File: src/inc/fcep_pkg.sv
// Constants, types and state layout for the serial flash erase/program command block
// Functional notes
// RQ1: Opcodes 60h and C7h both erase the whole array once chip select rises.
// RQ2: Whole-array erase runs only when the write enable latch is set.
// RQ3: Write enable latch clears before a whole-array erase finishes.
// RQ4: Active status command drives the ready/busy flag onto serial out continuously.
// RQ5: Erase ending off a byte boundary aborts without erasing and clears the latch.
// RQ6: Any protected block refuses whole-array erase and clears the latch.
// RQ7: Suspend command is ignored while a whole-array erase runs.
// RQ8: Failed erase location sets both erase and program error flags.
// RQ9: Program writes 1 to 256 bytes into erased locations.
// RQ10: Program runs only when the write enable latch is set.
// RQ11: Program frame is 8-bit opcode, 24-bit address, data bytes, MSB first.
// RQ12: Page locations not supplied are left untouched, keeping erased value.
// RQ13: Valid program moves buffer to array, self-timed for page or byte time.
// RQ14: Ready/busy flag is bit zero of status register one while busy.
// RQ15: Program ending off a byte boundary aborts, programs nothing, clears the latch.
// RQ16: Protected target refuses program, returns idle, clears the latch.
// RQ17: Only the low eight address bits advance, wrapping within the page.
// RQ18: More than 256 data bytes leaves only the final 256 buffered.
// RQ19: Partial address or partial data byte aborts program and clears the latch.
// RQ20: Failed program location sets the program error flag.
// RQ21: Aborted or refused commands leave the array completely unchanged.
package fcep_pkg;

	localparam logic [7:0] OP_NONE            = 8'h00;
	localparam logic [7:0] OP_PAGE_PROGRAM    = 8'h02;
	localparam logic [7:0] OP_WRITE_DISABLE   = 8'h04;
	localparam logic [7:0] OP_READ_STATUS_ONE = 8'h05;
	localparam logic [7:0] OP_WRITE_ENABLE    = 8'h06;
	localparam logic [7:0] OP_ACTIVE_STATUS   = 8'h25;
	localparam logic [7:0] OP_CHIP_ERASE_A    = 8'h60;
	localparam logic [7:0] OP_SUSPEND         = 8'h75;
	localparam logic [7:0] OP_CHIP_ERASE_B    = 8'hC7;

	localparam logic [2:0] BYTES_OPCODE_ONLY  = 3'h1;
	localparam logic [2:0] BYTES_LAST_ADDR    = 3'h3;
	localparam logic [2:0] BYTES_FIRST_DATA   = 3'h5;
	localparam logic [2:0] LAST_BIT           = 3'h7;
	localparam logic [8:0] PAGE_BYTES         = 9'h100;
	localparam logic [8:0] ONE_BYTE           = 9'h001;

	localparam int unsigned SR1_BUSY_BIT      = 0;
	localparam int unsigned SR1_WEL_BIT       = 1;

	localparam int unsigned CORE_CLK_MHZ          = 100;
	localparam int unsigned PAGE_PROGRAM_TIME_US  = 1000;
	localparam int unsigned BYTE_PROGRAM_TIME_US  = 100;
	localparam int unsigned CHIP_ERASE_TIME_MS    = 20;
	localparam int unsigned PAGE_PROGRAM_CYCLES   = PAGE_PROGRAM_TIME_US * CORE_CLK_MHZ;
	localparam int unsigned BYTE_PROGRAM_CYCLES   = BYTE_PROGRAM_TIME_US * CORE_CLK_MHZ;
	localparam int unsigned CHIP_ERASE_CYCLES     = CHIP_ERASE_TIME_MS * 1000 * CORE_CLK_MHZ;

	localparam int unsigned FIFO_DEPTH        = 16;
	localparam logic [2:0]  CS_SYNC_RESET     = 3'h7;

	typedef enum logic [2:0]
	{
		FCEP_IDLE  = 3'b001,
		FCEP_PROG  = 3'b010,
		FCEP_ERASE = 3'b100
	} fcep_state_type;

	typedef struct packed
	{
		logic [23:0] addr;
		logic [7:0]  data;
	} fcep_wr_word_type;

	localparam int unsigned WR_WORD_BITS = $bits(fcep_wr_word_type);

	typedef struct packed
	{
		fcep_state_type st;
		logic [2:0]     cs_sync;
		logic [2:0]     sck_sync;
		logic [1:0]     si_sync;
		logic [2:0]     bits;
		logic [2:0]     nbytes;
		logic [6:0]     shift;
		logic [7:0]     opcode;
		logic [23:0]    addr;
		logic [7:0]     lo;
		logic [8:0]     count;
		logic [255:0]   valid;
		logic [8:0]     idx;
		logic [31:0]    timer;
		logic           write_enable_latch;
		logic           ee;
		logic           pe;
		logic           so;
		logic           so_oe;
	} fcep_core_type;

endpackage : fcep_pkg

File: src/rtl/fcep_flash.sv
// Serial flash command logic for whole-array erase and byte/page program
`timescale 1ns/1ps
`default_nettype none
module fcep_flash
#(
	parameter int unsigned PAGE_PROG_CYCLES  = fcep_pkg::PAGE_PROGRAM_CYCLES,
	parameter int unsigned BYTE_PROG_CYCLES  = fcep_pkg::BYTE_PROGRAM_CYCLES,
	parameter int unsigned CHIP_ERASE_CYCLES = fcep_pkg::CHIP_ERASE_CYCLES
)
(
	input  wire logic                       core_clk_in,
	input  wire logic                       rstn_in,
	input  wire logic                       spi_cs_n_in,
	input  wire logic                       spi_sclk_in,
	input  wire logic                       spi_si_in,
	output logic                            spi_so_out,
	output logic                            spi_so_oe_out,
	input  wire logic                       any_block_protected_in,
	input  wire logic                       target_protected_in,
	output logic                     [23:0] program_addr_out,
	input  wire logic                       array_fail_in,
	output logic                            array_erase_out,
	output logic                            array_wr_valid_out,
	input  wire logic                       array_wr_ready_in,
	output fcep_pkg::fcep_wr_word_type      array_wr_word_out,
	input  wire logic                       clear_errors_in,
	output logic                            ready_busy_flag_out,
	output logic                            write_enable_latch_out,
	output logic                            erase_error_flag_out,
	output logic                            program_error_flag_out
);
	fcep_pkg::fcep_core_type    q;
	fcep_pkg::fcep_core_type    d;
	logic [7:0]                 page_buf [256];
	logic                       buf_we;
	logic [7:0]                 buf_waddr;
	logic [7:0]                 buf_wdata;
	logic                       push_valid;
	fcep_pkg::fcep_wr_word_type push_word;
	logic                       fifo_in_ready;
	logic                       fifo_out_valid;
	logic [7:0]                 byte_val;
	logic [7:0]                 sr1;
	logic                       busy;
	logic                       cs_active;
	logic                       cs_fall;
	logic                       cs_rise;
	logic                       sck_rise;
	logic                       sck_fall;

	function automatic logic is_chip_erase(input logic [7:0] op);
		is_chip_erase = (op == fcep_pkg::OP_CHIP_ERASE_A) || (op == fcep_pkg::OP_CHIP_ERASE_B);
	endfunction : is_chip_erase

	function automatic logic is_status_op(input logic [7:0] op);
		is_status_op = (op == fcep_pkg::OP_READ_STATUS_ONE) || (op == fcep_pkg::OP_ACTIVE_STATUS);
	endfunction : is_status_op

	// Only the second and third sync stages feed edge logic
	assign cs_active = ~q.cs_sync[1];
	assign cs_fall   = ~q.cs_sync[1] & q.cs_sync[2];
	assign cs_rise   = q.cs_sync[1] & ~q.cs_sync[2];
	assign sck_rise  = q.sck_sync[1] & ~q.sck_sync[2];
	assign sck_fall  = ~q.sck_sync[1] & q.sck_sync[2];
	assign busy      = ~q.st[0];
	assign byte_val  = {q.shift, q.si_sync[1]};

	// RQ14: busy in bit zero
	always_comb
	begin
		sr1                                = 8'h00;
		sr1[fcep_pkg::SR1_BUSY_BIT]        = busy;
		sr1[fcep_pkg::SR1_WEL_BIT]         = q.write_enable_latch;
	end

	assign push_word.addr = {q.addr[23:8], q.idx[7:0]};
	assign push_word.data = page_buf[q.idx[7:0]];

	always_comb
	begin
		d          = q;
		buf_we     = 1'b0;
		buf_waddr  = q.lo;
		buf_wdata  = byte_val;
		push_valid = 1'b0;
		d.cs_sync  = {q.cs_sync[1:0], spi_cs_n_in};
		d.sck_sync = {q.sck_sync[1:0], spi_sclk_in};
		d.si_sync  = {q.si_sync[0], spi_si_in};

		if (clear_errors_in)
		begin
			d.ee = 1'b0;
			d.pe = 1'b0;
		end

		if (cs_fall)
		begin
			d.bits   = 3'h0;
			d.nbytes = 3'h0;
			d.opcode = fcep_pkg::OP_NONE;
		end
		// RQ11: MSB-first shift on sclk rise
		else if (cs_active && sck_rise)
		begin
			d.shift = byte_val[6:0];
			d.bits  = q.bits + 3'h1;
			if (q.bits == fcep_pkg::LAST_BIT)
			begin
				if (q.nbytes != fcep_pkg::BYTES_FIRST_DATA)
				begin
					d.nbytes = q.nbytes + 3'h1;
				end
				if (q.nbytes == 3'h0)
				begin
					// Commands other than status and suspend are dropped while busy
					if (!busy || is_status_op(byte_val) || (byte_val == fcep_pkg::OP_SUSPEND))
					begin
						d.opcode = byte_val;
					end
					else
					begin
						d.opcode = fcep_pkg::OP_NONE;
					end
					if (!busy && (byte_val == fcep_pkg::OP_PAGE_PROGRAM))
					begin
						d.valid = '0;
						d.count = 9'h000;
					end
				end
				else if (q.opcode == fcep_pkg::OP_PAGE_PROGRAM)
				begin
					if (q.nbytes <= fcep_pkg::BYTES_LAST_ADDR)
					begin
						d.addr = {q.addr[15:0], byte_val};
						if (q.nbytes == fcep_pkg::BYTES_LAST_ADDR)
						begin
							d.lo = byte_val;
						end
					end
					else
					begin
						// RQ17: low address byte wraps in page
						// RQ18: later bytes overwrite, last 256 kept
						buf_we          = 1'b1;
						d.valid[q.lo]   = 1'b1;
						d.lo            = q.lo + 8'h01;
						// RQ9: one to 256 bytes counted
						if (q.count != fcep_pkg::PAGE_BYTES)
						begin
							d.count = q.count + fcep_pkg::ONE_BYTE;
						end
					end
				end
			end
		end

		// Status register one shifted out on sclk fall
		if (cs_active && sck_fall && (q.nbytes != 3'h0) && (q.opcode == fcep_pkg::OP_READ_STATUS_ONE))
		begin
			d.so = sr1[fcep_pkg::LAST_BIT - q.bits];
		end
		// RQ4: busy flag refreshed continuously
		if (cs_active && (q.nbytes != 3'h0) && (q.opcode == fcep_pkg::OP_ACTIVE_STATUS))
		begin
			d.so = busy;
		end
		d.so_oe = cs_active && (q.nbytes != 3'h0) && is_status_op(q.opcode);

		// Array engine
		case (q.st)
			fcep_pkg::FCEP_IDLE:
			begin
				d.idx = 9'h100;
			end
			fcep_pkg::FCEP_PROG:
			begin
				if (q.timer != 32'h0)
				begin
					d.timer = q.timer - 32'h1;
				end
				// RQ12: only supplied locations are written
				if (!q.idx[8])
				begin
					if (!q.valid[q.idx[7:0]])
					begin
						d.idx = q.idx + 9'h001;
					end
					else if (fifo_in_ready)
					begin
						push_valid = 1'b1;
						d.idx      = q.idx + 9'h001;
					end
				end
				// RQ20: program failure flag
				if (array_fail_in)
				begin
					d.pe = 1'b1;
				end
				if (q.idx[8] && (q.timer == 32'h0) && !fifo_out_valid)
				begin
					d.st  = fcep_pkg::FCEP_IDLE;
					d.write_enable_latch = 1'b0;
				end
			end
			fcep_pkg::FCEP_ERASE:
			begin
				if (q.timer != 32'h0)
				begin
					d.timer = q.timer - 32'h1;
				end
				// RQ8: erase failure sets both flags
				if (array_fail_in)
				begin
					d.ee = 1'b1;
					d.pe = 1'b1;
				end
				if (q.timer == 32'h0)
				begin
					d.st = fcep_pkg::FCEP_IDLE;
				end
			end
			default:
			begin
				d.st = fcep_pkg::FCEP_IDLE;
			end
		endcase

		// End of frame: decide what the finished command does
		if (cs_rise)
		begin
			d.so_oe = 1'b0;
			if ((q.opcode == fcep_pkg::OP_WRITE_ENABLE) && (q.bits == 3'h0)
				&& (q.nbytes == fcep_pkg::BYTES_OPCODE_ONLY))
			begin
				d.write_enable_latch = 1'b1;
			end
			else if ((q.opcode == fcep_pkg::OP_WRITE_DISABLE) && (q.bits == 3'h0)
				&& (q.nbytes == fcep_pkg::BYTES_OPCODE_ONLY))
			begin
				d.write_enable_latch = 1'b0;
			end
			// RQ1: both erase opcodes alike
			else if (is_chip_erase(q.opcode))
			begin
				// RQ5: off-boundary release aborts erase
				if (q.bits != 3'h0)
				begin
					d.write_enable_latch = 1'b0;
				end
				// RQ6: protected blocks refuse erase
				else if (any_block_protected_in)
				begin
					d.write_enable_latch = 1'b0;
				end
				// RQ2: erase needs the latch
				else if (q.write_enable_latch)
				begin
					// RQ3: latch cleared as erase starts
					d.write_enable_latch   = 1'b0;
					d.st    = fcep_pkg::FCEP_ERASE;
					d.timer = 32'(CHIP_ERASE_CYCLES);
				end
			end
			else if (q.opcode == fcep_pkg::OP_PAGE_PROGRAM)
			begin
				// RQ15: off-boundary release aborts program
				// RQ19: partial address or data aborts
				if ((q.bits != 3'h0) || (q.nbytes < fcep_pkg::BYTES_FIRST_DATA))
				begin
					d.write_enable_latch = 1'b0;
				end
				// RQ16: protected target refused
				else if (target_protected_in)
				begin
					d.write_enable_latch = 1'b0;
				end
				// RQ10: program needs the latch
				// RQ13: self-timed page or byte time
				else if (q.write_enable_latch)
				begin
					d.st    = fcep_pkg::FCEP_PROG;
					d.idx   = 9'h000;
					d.timer = (q.count == fcep_pkg::ONE_BYTE) ? 32'(BYTE_PROG_CYCLES) : 32'(PAGE_PROG_CYCLES);
				end
			end
			// RQ7: suspend has no effect on erase
			else if (q.opcode == fcep_pkg::OP_SUSPEND)
			begin
				d.write_enable_latch = q.write_enable_latch;
			end
		end
	end

	always_ff @(posedge core_clk_in or negedge rstn_in)
	begin
		if (!rstn_in)
		begin
			q         <= '0;
			q.st      <= fcep_pkg::FCEP_IDLE;
			q.cs_sync <= fcep_pkg::CS_SYNC_RESET;
			q.idx     <= fcep_pkg::PAGE_BYTES;
		end
		else
		begin
			q <= d;
		end
	end

	always_ff @(posedge core_clk_in)
	begin
		if (buf_we)
		begin
			page_buf[buf_waddr] <= buf_wdata;
		end
	end

	// RQ21: array sees writes only from an accepted program
	fcep_fifo
	#(
		.WIDTH (fcep_pkg::WR_WORD_BITS),
		.DEPTH (fcep_pkg::FIFO_DEPTH)
	)
	u_wr_fifo
	(
		.core_clk_in   (core_clk_in),
		.rstn_in       (rstn_in),
		.in_valid_in   (push_valid),
		.in_ready_out  (fifo_in_ready),
		.in_data_in    (push_word),
		.out_valid_out (fifo_out_valid),
		.out_ready_in  (array_wr_ready_in),
		.out_data_out  (array_wr_word_out)
	);

	assign array_wr_valid_out     = fifo_out_valid;
	assign array_erase_out        = q.st[2];
	assign ready_busy_flag_out    = busy;
	assign write_enable_latch_out = q.write_enable_latch;
	assign erase_error_flag_out   = q.ee;
	assign program_error_flag_out = q.pe;
	assign program_addr_out       = q.addr;
	assign spi_so_out             = q.so;
	assign spi_so_oe_out          = q.so_oe;

endmodule : fcep_flash
`default_nettype wire

File: src/rtl/fcep_fifo.sv
// Parameterised valid/ready FIFO between page buffer and array write port
`timescale 1ns/1ps
`default_nettype none
module fcep_fifo
#(
	parameter int unsigned WIDTH = 32,
	parameter int unsigned DEPTH = 16
)
(
	input  wire logic             core_clk_in,
	input  wire logic             rstn_in,
	input  wire logic             in_valid_in,
	output logic                  in_ready_out,
	input  wire logic [WIDTH-1:0] in_data_in,
	output logic                  out_valid_out,
	input  wire logic             out_ready_in,
	output logic      [WIDTH-1:0] out_data_out
);
	localparam int unsigned AW = $clog2(DEPTH);

	typedef struct packed
	{
		logic [AW-1:0] wr;
		logic [AW-1:0] rd;
		logic [AW:0]   cnt;
	} fcep_fifo_state_type;

	fcep_fifo_state_type q;
	fcep_fifo_state_type d;
	logic [WIDTH-1:0]    mem [DEPTH];
	logic                push;
	logic                pop;

	function automatic logic [AW-1:0] next_ptr(input logic [AW-1:0] p);
		next_ptr = (p == AW'(DEPTH - 1)) ? '0 : p + AW'(1);
	endfunction : next_ptr

	assign in_ready_out  = (q.cnt != (AW + 1)'(DEPTH));
	assign out_valid_out = (q.cnt != '0);
	assign out_data_out  = mem[q.rd];
	assign push          = in_valid_in & in_ready_out;
	assign pop           = out_valid_out & out_ready_in;

	always_comb
	begin
		d = q;
		if (push)
		begin
			d.wr = next_ptr(q.wr);
		end
		if (pop)
		begin
			d.rd = next_ptr(q.rd);
		end
		if (push && !pop)
		begin
			d.cnt = q.cnt + (AW + 1)'(1);
		end
		else if (pop && !push)
		begin
			d.cnt = q.cnt - (AW + 1)'(1);
		end
	end

	always_ff @(posedge core_clk_in or negedge rstn_in)
	begin
		if (!rstn_in)
		begin
			q <= '0;
		end
		else
		begin
			q <= d;
		end
	end

	always_ff @(posedge core_clk_in)
	begin
		if (push)
		begin
			mem[q.wr] <= in_data_in;
		end
	end

endmodule : fcep_fifo
`default_nettype wire

File: config.mk
export PLATFORM = sky130hd
export DESIGN_NAME = fcep_flash
export DESIGN_NICKNAME = d
export VERILOG_FILES = /design/src/inc/fcep_pkg.sv /design/src/rtl/fcep_flash.sv /design/src/rtl/fcep_fifo.sv
export SDC_FILE = /design/constraint.sdc
export NUM_CORES = 2
export LEC_CHECK = 0
export ABC_AREA = 1
export ABC_CLOCK_PERIOD_IN_PS = 7300
export BUFFER_PORTS_ARGS = -buffer_cell sky130_fd_sc_hd__buf_2
export CAP_MARGIN = 20
export CELL_PAD_IN_SITES_DETAIL_PLACEMENT = 0
export CELL_PAD_IN_SITES_GLOBAL_PLACEMENT = 1
export CORE_MARGIN = 4
export CORE_UTILIZATION = 45
export CTS_CLUSTER_DIAMETER = 150
export DETAILED_ROUTE_END_ITERATION = 8
export GPL_ROUTABILITY_DRIVEN = 0
export PLACE_DENSITY = 0.69
export SKIP_CTS_REPAIR_TIMING = 1
export SLEW_MARGIN = 10
export SYNTH_ARGS = -nofsm -noshare
export SYNTH_HDL_FRONTEND = slang
export SYNTH_SLANG_ARGS = --single-unit
File: constraint.sdc
create_clock -name core_clk_in -period 7.3 [get_ports core_clk_in]
set_clock_uncertainty 0.05 [all_clocks]
set_input_delay 0.365 -clock core_clk_in [delete_from_list [all_inputs] [get_ports core_clk_in]]
set_output_delay 0.365 -clock core_clk_in [all_outputs]
set_load 0.05 [all_outputs]
* Word level (Yosys, flattened, before mapping)
Memory sizes are Yosys's and may differ from the RTL's. Cells that the tools add are included.
Operators by class: add/subtract/negate cells 11, order comparisons 6, eq/ne operators 28, muxes and demuxes 92, bitwise logic cells 14, reduce and logical (&&, ||, !) cells 49
Operators by type and width (count):
- $mux 265 | 3
- $mux 318 | 1
- $mux 305 | 1
- $mux 297 | 1
- $or 256x256->256 | 1
- $mux 41 | 6
- $mux 32 | 5
- $mux 33 | 2
- $mux 3 | 15
- $mux 9 | 5
- $mux 42 | 1
- $mux 8 | 5
- $eq 8x3->1 const B | 4
- $logic_not 32->1 | 1
- $mux 1 | 32
- $reduce_bool 32->1 | 1
- $sub 32x1->32 const B | 1
- $eq 8x7->1 const B | 3
- $mux 24 | 1
- $add 9x1->9 const B | 2
- $lt 8x9->1 const B | 2
- $pmux 9 s2 | 1
- $reduce_and 6->1 | 3
- $logic_and 1x1->1 | 17
- other kinds (46) | 86
Storage, ports and cells: register bits after elaboration 388, memory bits (writable) 2560, input port bits 10, output and inout bits 64, logic and storage cells 224, memories 2
Memories:
- page_buf | words 256, bits a word 8, rd ports 1, clocked after Yosys merged registers in 0, write ports 1, line fcep_flash.sv:34 | logic [7:0] page_buf [256];
- u_wr_fifo.mem | words 16, bits a word 32, rd ports 1, clocked after Yosys merged registers in 0, write ports 1, line fcep_fifo.sv:30 | logic [WIDTH-1:0] mem [DEPTH];

* Logic depth before layout (Yosys ltp)
depth after elaboration 13, gate-level depth with buffers 25

* By module
A second synthesis with hierarchy kept.
Unflattened totals: cells, all modules 10726, area, all modules 123867.5 um^2
Modules (own cells, without submodules):
- fcep_flash | times used 1, cells an instance 8545, area each 100885.5 um^2
- fcep_fifo | times used 1, cells an instance 2181, area each 22982.0 um^2

* Least setup slack after synthesis
Ideal clock, no wire load.
kind reg-to-reg, start point reg q (netlist bit buf_wdata[1]), end point reg q[110] (netlist bit), library setup time 121 ps, arrival 5027 ps, setup slack 2102 ps, cell stages (with the launch flop) 9, path buffers 2, clock period less this slack 5198 ps, path through dfrtp_1 -> inv_1 -> nor4_1 -> nand3_1 -> nand2_1 -> nand3_2 -> clkbuf_1 -> clkbuf_1 -> o22a_1
Between the ends: word-level cells in the longest chain between the ends 4
RTL lines:
- start, declared | line fcep_flash.sv:32 | fcep_pkg::fcep_core_type q;
- $eq 8x2->1 | line fcep_flash.sv:124 | if (!busy && (byte_val == fcep_pkg::OP_PAGE_PROGRAM))
- $logic_and 1x1->1 | line fcep_flash.sv:124
- $ne 2x1->1 (no line)
- $reduce_and 6->1 (no line)
No other way between the ends. A chain may end at the register's enable or synchronous reset.

==> flow_metrics.py <==
metrics = {
    "hold_path": {
        "hold_path_class": "primary input to flop",
        "min_path_cells": 5,
        "hold_start": "any_block_protected_in",
    },
    "synthesis": {
        "synth_top_family_by_area": "compound AO/OA/AOI/OAI gates",
        "netlist_area_um2": 122000,
        "synth_edf_count": 2560,
        "muxShareOfSynthArea": 0.001559,
        "synth.avg_cell_area_um2": 11.84,
        "synth_cells": 10305,
        "synth-seq-cells": 2948,
        "synthAdderAreaFrac": 0.002727,
        "ys.warnings.count": 0,
        "async_flop_share": 0.1316,
        "synthFlopType": "edfxtp_1",
        "syn-num-nets": 10341,
        "seq_area_frac_synth": 0.7096,
        "synth_simple_gate_area_frac": 0.1216,
        "synth_compound_area_frac": 0.1263,
        "synth_xor_area_frac": 0.002081,
        "synth_cell_type_count": 62,
    },
    "routing": {
        "ant_nets": 0,
        "via_count": 82658,
        "drt-initial-drc-count": 9509,
        "drt_pass1_iterations": 6,
        "vias_per_cell": 5.922,
        "wire_per_inst_um": 25.98,
        "routed_wl_mm": 362.6,
        "drc_errors": 0,
    },
    "final_layout": {
        "area_growth_pct": 11.53,
        "fin_nets": 10169,
        "drive_gt1_frac": 0.08144,
    },
    "floorplan": {
        "initial_core_util": 0.4538,
        "num_rows": 190,
        "die_height_um": 528.7,
        "core_um2": 268900,
        "fp.dieW_um": 528.7,
        "io_pins": 74,
        "die_area_um2": 279600,
    },
    "setup_path": {
        "r2r-start": "push_word[8]$_DFF_PN0_",
        "cpPeakStageDelay_ps": 710,
        "critPathTopFamily": "simple AND/OR/NAND/NOR gates",
        "crit_path_start": "push_word[8]$_DFF_PN0_",
        "crit_path_end_kind": "flop",
        "startpoint_type": "flop",
        "worstPathRequired_ps": 7850,
        "crit_cells": 11,
        "cp_slowest_cell": "nand2_1",
        "crit_chain": "inv_8 -> buf_12 -> buf_12 -> o21ai_0 -> o221ai_1 -> nand3_1 -> a21oi_1 -> a211oi_1 -> o31ai_1 -> nand3_1 -> nand2_1",
        "path_buf_inv": 3,
        "rr_worst_depth": 11,
        "critPathKind": "flop to flop",
        "worstPathArrival_ps": 5820,
        "crit_fanout": 134,
    },
    "clock_network": {
        "cts_tree": "built",
        "clk_latency_ps": 920,
        "numCtsBuffers": 318,
        "htree_levels": 5,
        "clk_pin_slew_ps": 60,
        "cts_root_buffer": "clkbuf_16",
        "clkSinkCount": 2948,
        "ctsLongestPathBuffers": 4,
    },
    "timing": {
        "fin_crit_sh": 0.7225,
        "rsz0062_at_grt": "no",
        "max_clock_freq_mhz": 189.6,
        "hold_violations": 0,
        "setup_viol": 0,
        "report.final.slew_viol_count": 0,
        "tightest_slew_ps": 1142,
        "fin_crit_ps": 5274,
        "setup_tns_ps": 0,
        "setup_ws_ps": 2026,
        "slew_headroom": 0.2388,
    },
    "place": {
        "dp_slack_ps": 2161,
        "port_buffers": 73,
        "dpl.hpwl_mm": 207.3,
    },
    "grt": {
        "grt_pass1_vias": 78712,
        "overflow": 0,
        "grt_pass1_wl_mm": 535.5,
        "grt_max_degree": 189,
        "grt_usage": 0.2528,
        "antenna_found_initial": 8,
    },
    "power_and_ir_drop": {
        "leakage_uw": 0.04565,
        "peakVddDrop_v": 0.0001935,
        "powerDensity_nw_per_um2": 262.3,
    },
    "run": {
        "cap_viol_max_count": 0,
    },
    "outcome": {
        "status": "complete, no violations",
    },
}
## layout make-up
| cell class | instances | area [um2] |
|---|---|---|
| Fill cell | 23235 | 132800 |
| Sequential cell | 2948 | 86650 |
| Clock inverter | 177 | 1869 |
| Clock buffer | 410 | 8621 |
| Multi-Input combinational cell | 6328 | 31260 |
| Tap cell | 3552 | 4444 |
| Antenna cell | 5 | 12.51 |
| Inverter | 267 | 1039 |
| Timing Repair Buffer | 270 | 2195 |
## cells in the final DEF, fill, tap and decap left out, types with 13 or more instances in the layout
cell type / count
o21ai_1: 20
clkinv_2: 45
bufinv_16: 28
clkbuf_8: 19
o22ai_1: 405
nor2_4: 23
clkinvlp_4: 15
nand2_1: 1156
nand3_1: 409
clkbuf_1: 67
o22a_1: 137
nor3_1: 34
o221ai_1: 230
nor4_1: 13
nand4_1: 43
clkinv_1: 73
inv_1: 247
a21oi_1: 257
clkbuf_16: 324
or2_1: 17
or2_2: 29
o211ai_1: 99
dfrtp_4: 13
or2_0: 80
dfrtp_1: 364
ha_1: 25
nor2_1: 1812
buf_12: 25
edfxtp_1: 2560
o21ai_0: 1395
buf_2: 72
a311oi_1: 37
xor2_1: 22
buf_4: 162
mux2_2: 16
## flip-flops by register name, summed over array words and instances (netlist names)
register                flops
q                         316
array_erase_out             1
spi_so_oe_out               1
u_wr_fifo.q                13
program_addr_out           24
buf_waddr                   8
write_enable_latch_out      1
push_word                   8
program_error_flag_out      1
d                           5
spi_so_out                  1
u_wr_fifo.mem             512
buf_wdata                   8
page_buf                 2048
erase_error_flag_out        1
## path summary, 6_finish.rpt
path	end	slack [ps]
max	u_wr_fifo.mem[1][5]$_DFFE_PP_	2030
min	q[26]$_DFF_PN0_	1
max reg2reg	u_wr_fifo.mem[1][5]$_DFFE_PP_	2030
min reg2reg	buf_wdata[0]$_DFF_PN0_	300
max in group asynchronous	q[244]$_DFFE_PN0P_	5640
min in group asynchronous	d[367]$_DFF_PN0_	30
## routing by layer
layer	wire (um)	up-vias	track usage
li1	-	37061	-
met1	158900	41752	0.3702
met2	166000	3318	0.3916
met3	27270	525	0.04113
met4	10400	2	0.07162
met5	13	-	0
## tightest hold or removal path, cell delays in order
cell      delay, ps
buf_2           220
o311ai_0        150
o21ai_0          80
nand2_1          50
nand2_1          50
## cell families (layout without fill, tap and decap cells)
logic type	Yosys count	count (layout)
compound gates	2608	2608
xor+xnor	29	29
fa+ha+maj	26	26
buf+inv	1029	1124
flops	2948	2948
mux	17	17
other cells	0	5
simple gates	3648	3648
## synthesized netlist by cell type, types with 25 or more instances
master | instances | area share
a21oi_1 | 257 | 0.011
dfrtp_1 | 383 | 0.079
ha_1 | 25 | 0.0026
or2_2 | 29 | 0.0015
nand2_1 | 1156 | 0.036
o22a_1 | 137 | 0.0098
o22ai_1 | 405 | 0.021
inv_1 | 249 | 0.0077
a311oi_1 | 37 | 0.0027
nand4_1 | 43 | 0.0022
o21ai_0 | 1395 | 0.057
clkbuf_1 | 515 | 0.016
o211ai_1 | 99 | 0.0061
buf_2 | 155 | 0.0064
o221ai_1 | 230 | 0.017
buf_4 | 46 | 0.0028
nor2_1 | 1834 | 0.056
or2_0 | 80 | 0.0041
nor3_1 | 45 | 0.0018
nand3_1 | 410 | 0.017
edfxtp_1 | 2560 | 0.63
## stage by stage
| stage | util | cell area [um2] | cells | hold slack, ps | total power, uW |
|---|---|---|---|---|---|
| floorplan | - | 122000 | 10305 | 19.41 | 19480 |
| global placement | 0.4663 | 125400 | 13341 | 284.5 | 19840 |
| detailed placement | 0.4665 | 125400 | 13347 | 294.9 | 19870 |
| CTS | 0.5055 | 135900 | 13934 | -584.2 | 35950 |
| global route | 0.5061 | 136100 | 13954 | 11.05 | 36730 |
| finish | 0.5061 | 136100 | 13957 | 1.472 | 35700 |
## where the power goes
part / internal, uW / leakage [uW] / switching (uW) / total (uW)
clock network: 9400 / 0.00508 / 6790 / 16200
logic: 52.2 / 0.0125 / 627 / 679
registers: 18700 / 0.0281 / 130 / 18800
total: 28200 / 0.0456 / 7550 / 35700
No activity file was read; power rests on OpenSTA's default activity.
